===== src/include/lsc_pkg.sv =====
// shared constants of the lamp switch control pins
package lsc_pkg;
    localparam int          LSC_CLK_HZ        = 50_000_000;
    localparam int          LSC_CLK_NS        = 1_000_000_000 / LSC_CLK_HZ;
    localparam int          LSC_NCH           = 4;
    localparam int          LSC_WORD_BITS     = 16;
    // host timing, printed figures
    localparam int          LSC_RST_LOW_NS    = 10_000;
    localparam int          LSC_RST_TO_CS_NS  = 5_000;
    localparam int          LSC_SPI_MAX_KHZ   = 8_000;
    localparam int          LSC_RST_LOW_CYC   = (LSC_RST_LOW_NS + LSC_CLK_NS - 1) / LSC_CLK_NS;
    localparam int          LSC_RST_TO_CS_CYC = (LSC_RST_TO_CS_NS + LSC_CLK_NS - 1) / LSC_CLK_NS;
    // half period of serial clock, rounded up so the rate stays at or below the limit
    localparam int          LSC_SCK_HALF_CYC  = (LSC_CLK_HZ / 1000 + 2 * LSC_SPI_MAX_KHZ - 1) / (2 * LSC_SPI_MAX_KHZ);
    // serial word: [15:12] address, [11:0] data
    localparam int          LSC_ADDR_MSB      = 15;
    localparam int          LSC_ADDR_LSB      = 12;
    localparam logic [3:0]  LSC_A_CTRL        = 4'h1;
    localparam logic [3:0]  LSC_A_DUTY        = 4'h2;
    localparam logic [3:0]  LSC_A_SENSE       = 4'h3;
    localparam logic [3:0]  LSC_A_FAULT       = 4'h4;
    // ctrl fields
    localparam int          LSC_CTRL_DIM_EN   = 0;
    localparam int          LSC_CTRL_CLK_SEL  = 1;
    localparam logic [11:0] LSC_CTRL_RST      = 12'h000;
    // sense fields: [1:0] channel, [2] temperature, [3] tri-state
    localparam int          LSC_SNS_TEMP      = 2;
    localparam int          LSC_SNS_HIZ       = 3;
    localparam logic [11:0] LSC_SNS_RST       = 12'h008;
    localparam logic [7:0]  LSC_DUTY_RST      = 8'h00;
    localparam logic [7:0]  LSC_DUTY_FULL     = 8'hFF;
    localparam int          LSC_DIM_CLK_TIMEOUT = 4096;
    // host register bus offsets
    localparam logic [3:0]  LSC_R_CMD         = 4'h0;
    localparam logic [3:0]  LSC_R_RX          = 4'h4;
    localparam logic [3:0]  LSC_R_PINS        = 4'h8;
    localparam logic [3:0]  LSC_R_IRQ_STAT    = 4'hC;
    localparam logic [3:0]  LSC_R_IRQ_CLR     = 4'hC;
    localparam logic [3:0]  LSC_R_IRQ_EN      = 4'h0;
    localparam int          LSC_EV_DONE       = 0;
    localparam int          LSC_EV_FAULT      = 1;
endpackage


===== src/include/lsc_if.sv =====
// pins between lamp switch and host
interface lsc_if;
    logic       rst_n;
    logic       wake;
    logic [3:0] direct_ctl;
    logic       cs_n;
    logic       sclk;
    logic       si;
    logic       so;
    logic       so_oe_n;
    logic       fault_flag_n_oe_n;
    logic       sense_hiz;
    logic       sense_temp;
    logic [1:0] sense_ch;
    modport dev  (input rst_n, wake, direct_ctl, cs_n, sclk, si,
                  output so, so_oe_n, fault_flag_n_oe_n, sense_hiz, sense_temp, sense_ch);
    modport host (output rst_n, wake, direct_ctl, cs_n, sclk, si,
                  input so, so_oe_n, fault_flag_n_oe_n, sense_hiz, sense_temp, sense_ch);
endinterface


===== src/core/lsc_dimmer.sv =====
// one dimming channel: duty ramp with full on and full off
module lsc_dimmer
    import lsc_pkg::*;
(
    input  wire logic       clk_i,
    input  wire logic       rst_i,
    input  wire logic       tick_i,
    input  wire logic [7:0] duty_i,
    output logic            on_o
);
    logic [7:0] phase;
    logic [7:0] next_phase;
    logic       next_on;

    always_comb begin
        next_phase = tick_i ? phase + 8'h01 : phase;
        if (duty_i == LSC_DUTY_FULL) begin
            next_on = 1'b1;
        end else begin
            next_on = (phase < duty_i);
        end
    end

    always_ff @(posedge clk_i) begin
        if (rst_i) begin
            phase <= 8'h00;
            on_o  <= 1'b0;
        end else begin
            phase <= next_phase;
            on_o  <= next_on;
        end
    end
endmodule // lsc_dimmer


===== src/core/lsc_device.sv =====
// device end: wake, reset, direct control, dimming, fault pin, serial slave
// Behaviour
// - clock watchdog only when dimming on, external
// - duty full gives always on, zero off
// - serial setting picks current or temperature sense
// - serial command tri-states the sense output
// - any direct input wakes from sleep
// - direct input drives its own power output while dimming is off
// - host gives dimming clock on direct input zero
// - fault pulls fault pin low; detail over serial
// - wake input leaves sleep too
// - reset low wakes, clears registers, enters sleep
// - reset rising edge starts the watchdog
// - host holds reset low ten microseconds
// - host waits five microseconds before select
// - host serial clock at most eight megahertz
// - sixteen bits, msb first, sampled falling edge
// - select rising edge loads addressed register
//
// The placing of the registers and the Wishbone slave port were chosen for this implementation.
module lsc_device
    import lsc_pkg::*;
#(
    parameter int WDOG_CYC = 1_000_000,
    parameter int CLK_TIMEOUT = LSC_DIM_CLK_TIMEOUT
) (
    input  wire logic             clk_i,
    input  wire logic             rst_i,
    lsc_if.dev                    pins,
    input  wire logic [3:0]       hw_fault_i,
    output logic      [3:0]       power_switch_out_o,
    output logic                  awake_o,
    output logic                  wdog_run_o,
    output logic                  wdog_expired_o,
    output logic                  dim_clk_fail_o
);
    if (WDOG_CYC < 2 || CLK_TIMEOUT < 2) begin : g_bad_cnt
        $error("lsc_device: counts too small");
    end

    typedef enum logic [1:0] {
        LSC_SLEEP = 2'b01,
        LSC_AWAKE = 2'b10
    } lsc_mode_t;

    lsc_mode_t   mode, next_mode;
    logic [11:0] ctrl, next_ctrl;
    logic [11:0] sense, next_sense;
    logic [7:0]  duty [LSC_NCH];
    logic [7:0]  next_duty [LSC_NCH];
    logic [15:0] shreg, next_shreg;
    logic [15:0] txreg, next_txreg;
    logic [3:0]  flt, next_flt;
    logic        cs_q, sck_q, in0_q, rstn_q;
    logic        next_cs_q, next_sck_q, next_in0_q, next_rstn_q;
    logic [31:0] wdog, next_wdog;
    logic        wdog_run, next_wdog_run, next_wexp;
    logic [31:0] clkmon, next_clkmon;
    logic        next_clkfail;
    logic        so_bit, next_so_bit;
    logic [3:0]  dim_on;
    logic        dim_tick;
    logic        wake_req;

    wire cs_rise   = pins.cs_n & ~cs_q;
    wire cs_fall   = ~pins.cs_n & cs_q;
    wire sck_fall  = ~pins.sclk & sck_q;
    wire sck_rise  = pins.sclk & ~sck_q;
    wire clk_check = ctrl[LSC_CTRL_DIM_EN] & ~ctrl[LSC_CTRL_CLK_SEL];
    assign dim_tick = ctrl[LSC_CTRL_CLK_SEL] ? 1'b1 : (pins.direct_ctl[0] & ~in0_q);

    assign wake_req = ~pins.rst_n | pins.wake | (|pins.direct_ctl);

    genvar g;
    generate
        for (g = 0; g < LSC_NCH; g++) begin : g_dim
            lsc_dimmer u_dim (
                .clk_i  (clk_i),
                .rst_i  (rst_i),
                .tick_i (dim_tick),
                .duty_i (duty[g]),
                .on_o   (dim_on[g])
            );
        end
    endgenerate

    always_comb begin
        next_mode    = mode;
        next_ctrl    = ctrl;
        next_sense   = sense;
        next_duty    = duty;
        next_shreg   = shreg;
        next_txreg   = txreg;
        next_so_bit  = so_bit;
        next_cs_q    = pins.cs_n;
        next_sck_q   = pins.sclk;
        next_in0_q   = pins.direct_ctl[0];
        next_rstn_q  = pins.rst_n;
        next_flt     = hw_fault_i | (flt & {4{mode == LSC_AWAKE}});
        next_wdog_run = wdog_run;
        next_wdog    = wdog;
        next_wexp    = wdog_expired_o;
        next_clkmon  = clkmon;
        next_clkfail = dim_clk_fail_o;
        if (mode == LSC_SLEEP && wake_req && pins.rst_n) begin
            next_mode = LSC_AWAKE;
        end
        if (cs_fall) begin
            next_txreg  = {4'h0, 8'h00, flt};
            next_shreg  = 16'h0000;
            next_so_bit = 1'b0;
        end else if (!pins.cs_n) begin
            if (sck_fall) begin
                next_shreg = {shreg[14:0], pins.si};
            end
            if (sck_rise) begin
                next_so_bit = txreg[15];
                next_txreg  = {txreg[14:0], 1'b0};
            end
        end
        if (cs_rise && mode == LSC_AWAKE) begin
            case (shreg[LSC_ADDR_MSB:LSC_ADDR_LSB])
                LSC_A_CTRL:  next_ctrl  = shreg[11:0];
                LSC_A_SENSE: next_sense = shreg[11:0];
                LSC_A_DUTY:  next_duty[shreg[9:8]] = shreg[7:0];
                LSC_A_FAULT: next_flt   = hw_fault_i; // clear latched faults
                default:     next_ctrl  = ctrl;
            endcase
        end
        if (!clk_check || dim_tick) begin
            next_clkmon = 32'h0000_0000;
        end else if (clkmon < CLK_TIMEOUT) begin
            next_clkmon = clkmon + 32'h0000_0001;
        end
        next_clkfail = clk_check && (clkmon >= CLK_TIMEOUT);
        if (pins.rst_n && !rstn_q) begin
            next_wdog_run = 1'b1;
            next_wdog     = 32'h0000_0000;
            next_wexp     = 1'b0;
        end else if (wdog_run) begin
            if (cs_rise) begin
                next_wdog = 32'h0000_0000;
            end else if (wdog >= WDOG_CYC - 1) begin
                next_wexp = 1'b1;
            end else begin
                next_wdog = wdog + 32'h0000_0001;
            end
        end
        if (!pins.rst_n) begin
            next_mode     = LSC_SLEEP;
            next_ctrl     = LSC_CTRL_RST;
            next_sense    = LSC_SNS_RST;
            next_flt      = 4'h0;
            next_wdog_run = 1'b0;
            for (int i = 0; i < LSC_NCH; i++) next_duty[i] = LSC_DUTY_RST;
        end
    end

    always_ff @(posedge clk_i) begin
        if (rst_i) begin
            mode    <= LSC_SLEEP;
            ctrl    <= LSC_CTRL_RST;
            sense   <= LSC_SNS_RST;
            for (int i = 0; i < LSC_NCH; i++) duty[i] <= LSC_DUTY_RST;
            shreg   <= 16'h0000;
            txreg   <= 16'h0000;
            so_bit  <= 1'b0;
            cs_q    <= 1'b1;
            sck_q   <= 1'b0;
            in0_q   <= 1'b0;
            // idle high, so leaving rst_i is no false rising edge
            rstn_q  <= 1'b1;
            flt     <= 4'h0;
            wdog    <= 32'h0000_0000;
            wdog_run <= 1'b0;
            wdog_expired_o <= 1'b0;
            clkmon  <= 32'h0000_0000;
            dim_clk_fail_o <= 1'b0;
        end else begin
            mode    <= next_mode;
            ctrl    <= next_ctrl;
            sense   <= next_sense;
            duty    <= next_duty;
            shreg   <= next_shreg;
            txreg   <= next_txreg;
            so_bit  <= next_so_bit;
            cs_q    <= next_cs_q;
            sck_q   <= next_sck_q;
            in0_q   <= next_in0_q;
            rstn_q  <= next_rstn_q;
            flt     <= next_flt;
            wdog    <= next_wdog;
            wdog_run <= next_wdog_run;
            wdog_expired_o <= next_wexp;
            clkmon  <= next_clkmon;
            dim_clk_fail_o <= next_clkfail;
        end
    end

    // with dimming on, outputs follow the dimmers, so a clock on input zero never reaches an output
    always_comb begin
        for (int i = 0; i < LSC_NCH; i++) begin
            if (mode != LSC_AWAKE) begin
                power_switch_out_o[i] = 1'b0;
            end else if (ctrl[LSC_CTRL_DIM_EN]) begin
                power_switch_out_o[i] = dim_on[i];
            end else begin
                power_switch_out_o[i] = pins.direct_ctl[i];
            end
        end
    end

    assign awake_o                = (mode == LSC_AWAKE);
    assign wdog_run_o             = wdog_run;
    assign pins.so                = so_bit;
    assign pins.so_oe_n           = pins.cs_n;
    assign pins.fault_flag_n_oe_n = ~(|flt);
    assign pins.sense_hiz         = sense[LSC_SNS_HIZ];
    assign pins.sense_temp        = sense[LSC_SNS_TEMP];
    assign pins.sense_ch          = sense[1:0];
endmodule // lsc_device


===== src/flat_wrapper.sv =====
// flat-port wrapper written by rule: the top's interface ports become plain ports
module lsc_device_flat import lsc_pkg::*;
#(
    parameter int WDOG_CYC = 1_000_000,
    parameter int CLK_TIMEOUT = LSC_DIM_CLK_TIMEOUT
)
  (clk_i, rst_i, hw_fault_i, power_switch_out_o, awake_o, wdog_run_o, wdog_expired_o, dim_clk_fail_o, pins_rst_n, pins_wake, pins_direct_ctl, pins_cs_n, pins_sclk, pins_si, pins_so, pins_so_oe_n, pins_fault_flag_n_oe_n, pins_sense_hiz, pins_sense_temp, pins_sense_ch);
  lsc_if pins_i ();
  input  wire logic clk_i;
  input  wire logic rst_i;
  input  wire logic [3:0] hw_fault_i;
  output logic      [3:0] power_switch_out_o;
  output logic awake_o;
  output logic wdog_run_o;
  output logic wdog_expired_o;
  output logic dim_clk_fail_o;
  input wire logic [$bits(pins_i.rst_n)-1:0] pins_rst_n;
  input wire logic [$bits(pins_i.wake)-1:0] pins_wake;
  input wire logic [$bits(pins_i.direct_ctl)-1:0] pins_direct_ctl;
  input wire logic [$bits(pins_i.cs_n)-1:0] pins_cs_n;
  input wire logic [$bits(pins_i.sclk)-1:0] pins_sclk;
  input wire logic [$bits(pins_i.si)-1:0] pins_si;
  output wire logic [$bits(pins_i.so)-1:0] pins_so;
  output wire logic [$bits(pins_i.so_oe_n)-1:0] pins_so_oe_n;
  output wire logic [$bits(pins_i.fault_flag_n_oe_n)-1:0] pins_fault_flag_n_oe_n;
  output wire logic [$bits(pins_i.sense_hiz)-1:0] pins_sense_hiz;
  output wire logic [$bits(pins_i.sense_temp)-1:0] pins_sense_temp;
  output wire logic [$bits(pins_i.sense_ch)-1:0] pins_sense_ch;
  assign pins_i.rst_n = pins_rst_n;
  assign pins_i.wake = pins_wake;
  assign pins_i.direct_ctl = pins_direct_ctl;
  assign pins_i.cs_n = pins_cs_n;
  assign pins_i.sclk = pins_sclk;
  assign pins_i.si = pins_si;
  assign pins_so = pins_i.so;
  assign pins_so_oe_n = pins_i.so_oe_n;
  assign pins_fault_flag_n_oe_n = pins_i.fault_flag_n_oe_n;
  assign pins_sense_hiz = pins_i.sense_hiz;
  assign pins_sense_temp = pins_i.sense_temp;
  assign pins_sense_ch = pins_i.sense_ch;
  lsc_device #(.WDOG_CYC(WDOG_CYC), .CLK_TIMEOUT(CLK_TIMEOUT)) u_core (.clk_i(clk_i), .rst_i(rst_i), .pins(pins_i), .hw_fault_i(hw_fault_i), .power_switch_out_o(power_switch_out_o), .awake_o(awake_o), .wdog_run_o(wdog_run_o), .wdog_expired_o(wdog_expired_o), .dim_clk_fail_o(dim_clk_fail_o));
endmodule

===== config.mk =====
export PLATFORM = sky130hd
export DESIGN_NAME = lsc_device_flat
export DESIGN_NICKNAME = d
export VERILOG_FILES = /design/src/include/lsc_pkg.sv /design/src/include/lsc_if.sv /design/src/core/lsc_dimmer.sv /design/src/core/lsc_device.sv /design/src/flat_wrapper.sv
export SDC_FILE = /design/constraint.sdc
export NUM_CORES = 1
export LEC_CHECK = 0
export ABC_AREA = 1
export BUFFER_PORTS_ARGS = -buffer_cell sky130_fd_sc_hd__buf_2
export CORE_MARGIN = 3
export CORE_UTILIZATION = 55
export CTS_CLUSTER_SIZE = 40
export DETAILED_ROUTE_END_ITERATION = 10
export PLACE_DENSITY = 0.72
export SETUP_SLACK_MARGIN = 0.02
export SYNTH_ARGS = -nofsm -noshare
export SYNTH_HDL_FRONTEND = slang
export SYNTH_HIERARCHICAL = 1
export SYNTH_SLANG_ARGS = --single-unit

===== constraint.sdc =====
create_clock -name clk_i -period 5.5 [get_ports clk_i]
set_input_delay 1.1 -clock clk_i [delete_from_list [all_inputs] [get_ports clk_i]]
set_output_delay 1.1 -clock clk_i [all_outputs]
set_load 0.005 [all_outputs]

==> flow_metrics.py <==
metrics = {
    "detailed_routing": {
        "firstDrtPassIters": 6,
        "top_layer": "met4",
        "met3RoutedLength_um": 598,
        "wl_per_cell_um": 12.4,
        "drc": 0,
        "dr_wl_met2_um": 7940,
        "dr_total_vias": 7109,
        "routed_wl_um": 16900,
        "antenna_left": 0,
        "met1_length_um": 8080,
        "drt-initial-drc-count": 416,
        "via_per_inst": 5.21,
    },
    "layout": {
        "synthToLayoutAreaGrowth_pct": 10.2,
        "nets": 1217,
        "drive_gt1_share_pct": 9.92,
        "postLayoutCoreUtil_pct": 63.0,
        "diodes": 0,
    },
    "timing": {
        "tightest_slew_ns": 1.15,
        "setup_violations": 0,
        "fmax_mhz": 320,
        "period_share_pct": 56.9,
        "rsz0062_at_grt": "no",
        "period_minus_slack_ns": 3.13,
        "finalHoldViolations": 0,
        "final_max_slew_viol_count": 0,
        "relSlewSlack_pct": 23.4,
        "tns_ns": 0,
        "skew_ns": 0.00899,
    },
    "floorplan": {
        "die_area_um2": 16900,
        "die_w_um": 130,
        "ios": 30,
        "die_h_um": 130,
        "num_rows": 44,
        "initial_utilization_pct": 57.2,
        "placeableCoreArea_um2": 14800,
    },
    "clocking": {
        "cts_setup_buffers": 0,
        "clock-sinks": 184,
        "cts_tree": "done",
        "cts.root.buffer_cell": "clkbuf_16",
        "h-tree-depth": 4,
        "cts_hold_buf": 0,
        "insertion_delay_ns": 0.42,
        "post_cts_resize_count": 0,
        "cts_buffers": 17,
        "clk_pin_slew_ns": 0.06,
        "clockBufferDepth": 2,
    },
    "synthesis": {
        "synth.distinct_cells": 40,
        "ys.flop_type": "dfxtp_1",
        "synth_edf_count": 0,
        "ys_ff_latch": 184,
        "ys_seq_area_share_pct": 43.5,
        "ys_warn_count": 6,
        "synth_fp_nets": 1196,
        "postSynthCellCount": 1146,
        "async_flop_share_pct": 0,
        "netlist_area_um2": 8470,
        "avgSynthCellArea_um2": 7.39,
    },
    "placed_design": {
        "hpwl_um": 11800,
        "place_congestion": 0.885,
        "place.port_buffers": 29,
    },
    "critical_path": {
        "critPathMaxStageDelay_ns": 0.56,
        "critPathLaunchType": "input pin",
        "critPathMaxFanout": 21,
        "critPathTopFamily": "simple AND/OR/NAND/NOR gates",
        "cp_data_arrival_time_ns": 3.48,
        "path_class": "in -> reg",
        "cp.required_ns": 5.86,
        "worst-path-buf-inv": 4,
        "path_cells": "buf_2 > inv_1 > nor2_4 > inv_1 > nand2_1 > nand2_2 > inv_2 > nor2_1 > nor2_1",
        "crit_slowest_cell": "nand2_1",
        "worstSetupEndpointType": "flop",
    },
    "run": {
        "maxCapViolCount": 0,
    },
    "pwr": {
        "netSwitchingFraction_pct": 22.7,
        "switching_power_uw": 611,
        "peakVddDrop_v": 0.000232,
        "p_int_mw": 2.08,
        "combPwrFrac_pct": 3.9,
        "total_power_mw": 2.69,
        "power.clock.fraction_pct": 45.3,
        "p_seq_share_pct": 50.8,
        "powerDensity_nw_per_um2": 288,
        "power.leakage_nw": 3.54,
    },
    "run_status": {
        "status": "completed",
    },
    "global_routing": {
        "grt_max_degree": 31,
        "grt_pass1_vias": 6552,
        "grt_usage_pct": 21.0,
        "antenna_found_initial": 0,
        "gr-total-overflow": 0,
        "grt_pass1_wl_um": 29300,
    },
    "min_path": {
        "hp-class": "reg -> reg",
    },
}
worst register-to-register path: cells and delay by family, from the launching register on:
| kind | cells | cell delay [ns] |
|---|---|---|
| and+or+nand+nor | 9 | 1.49 |
| adders and majority gates | 1 | 0.35 |
| AOI/OAI and AO/OA | 1 | 0.16 |
| buffers and inverters | 1 | 0.23 |
| DFF | 1 | 0.52 |
cells in the final DEF, fill, tap and decap left out, drive strengths merged:
cell type / synthesis / final
ha: 35 / 35
o211ai: 1 / 1
a31oi: 9 / 9
or2: 2 / 2
o2111ai: 1 / 1
clkinv: 0 / 4
o21bai: 1 / 1
clkbuf: 22 / 20
and3: 1 / 1
nand3: 62 / 62
clkinvlp: 0 / 3
nand4: 16 / 16
nor3b: 1 / 1
xor2: 6 / 6
inv: 156 / 159
dfxtp: 184 / 184
nor2: 168 / 168
nor3: 46 / 46
nor4: 4 / 4
o21a: 4 / 4
a211oi: 16 / 16
nand2: 221 / 221
bufinv: 0 / 2
a21oi: 119 / 119
o21ai: 53 / 53
a311oi: 1 / 1
buf: 11 / 35
xnor2: 6 / 6
final cells by class:
class	count	area [um2]
fill	1371	5470
clock buffer	20	457
sequential	184	3680
clock inverter	12	140
tap	184	230
multi-input combinational	773	4050
timing repair buffer	35	190
inverter	156	586
metrics by stage:
step | setup slack, ns | area (um2) | std cells | hold WS, ns
finish | 2.37 | 9340 | 1364 | 0.426
global route | 2.14 | 9340 | 1364 | 0.449
CTS | 2.44 | 9340 | 1364 | 0.428
detailed placement | 2.04 | 8740 | 1332 | 0.418
global placement | 2.13 | 8740 | 1332 | 0.415
floorplan | 2.50 | 8470 | 1146 | 0.408
cell usage after synthesis, types with 3 or more instances:
cell type | count | share of area, %
o21ai_2 | 3 | 0.31
nand4_2 | 4 | 0.59
buf_4 | 3 | 0.27
nor3_2 | 3 | 0.35
buf_2 | 5 | 0.30
nor3_4 | 4 | 0.77
xor2_1 | 6 | 0.62
o21ai_1 | 5 | 0.30
buf_6 | 3 | 0.40
ha_1 | 35 | 5.2
nand3_1 | 61 | 3.6
a31oi_1 | 9 | 0.66
clkbuf_1 | 20 | 0.89
nand4_1 | 12 | 0.89
nand2_2 | 7 | 0.52
nor2_1 | 153 | 6.8
a21oi_2 | 3 | 0.31
nor2_2 | 8 | 0.59
o21ai_0 | 45 | 2.7
nand2_1 | 214 | 9.5
xnor2_1 | 6 | 0.62
a211oi_1 | 16 | 1.4
inv_2 | 3 | 0.13
a21oi_1 | 116 | 6.9
o21a_1 | 4 | 0.35
nor2_4 | 7 | 0.93
dfxtp_1 | 184 | 43
nor3_1 | 39 | 2.3
inv_1 | 153 | 6.8
registers in the layout (all words and copies together), names as in the netlist:
register,count
u_core/wdog_expired_o,1
u_core/wdog,32
u_core/sense,4
u_core/g_dim.u_dim/on_o,4
u_core/sck_q,1
u_core/pins.so,1
u_core/dim_clk_fail_o,1
u_core/txreg,16
u_core/shreg,16
u_core/g_dim.u_dim/phase,32
u_core/ctrl,2
u_core/flt,4
u_core/in0_q,1
u_core/duty,32
u_core/wdog_run_o,1
u_core/cs_q,1
u_core/mode,2
u_core/clkmon,32
u_core/rstn_q,1
cells by family after synthesis:
family,Yosys count,synth area share [%]
AOI/OAI and AO/OA,205,13.2
xor gates and xnor gates,12,1.24
and+or+nand+nor,521,28.0
DFF,184,43.5
adders and majority gates,35,5.17
buffers and inverters,189,8.88
power groups by stage:
stage	sequential (mW)	combinational, mW	clock (mW)
floorplan	1.39	0.0791	0
global placement	1.40	0.105	0
detailed placement	1.40	0.106	0
CTS	1.37	0.107	1.25
global route	1.37	0.124	1.31
finish	1.37	0.106	1.22
path summary, 6_finish.rpt:
path,start,endpoint,slack [ns],depth (start not counted)
worst max-delay path,pins_cs_n,u_core/wdog[0],2.37,9
worst min-delay path,u_core/clkmon[25],u_core/clkmon[25],0.43,2
worst max register to register,u_core/wdog[0],u_core/wdog[0],2.63,12
worst min register to register,u_core/clkmon[25],u_core/clkmon[25],0.43,2
per-layer routing:
layer  up-vias  global-route usage [%]
met1      3208                    27.1
met4         0                    6.36
met2       117                    35.5
li1       3763                       -
met5         -                       0
met3        21                    4.50
(Power assumes the default switching activity.)
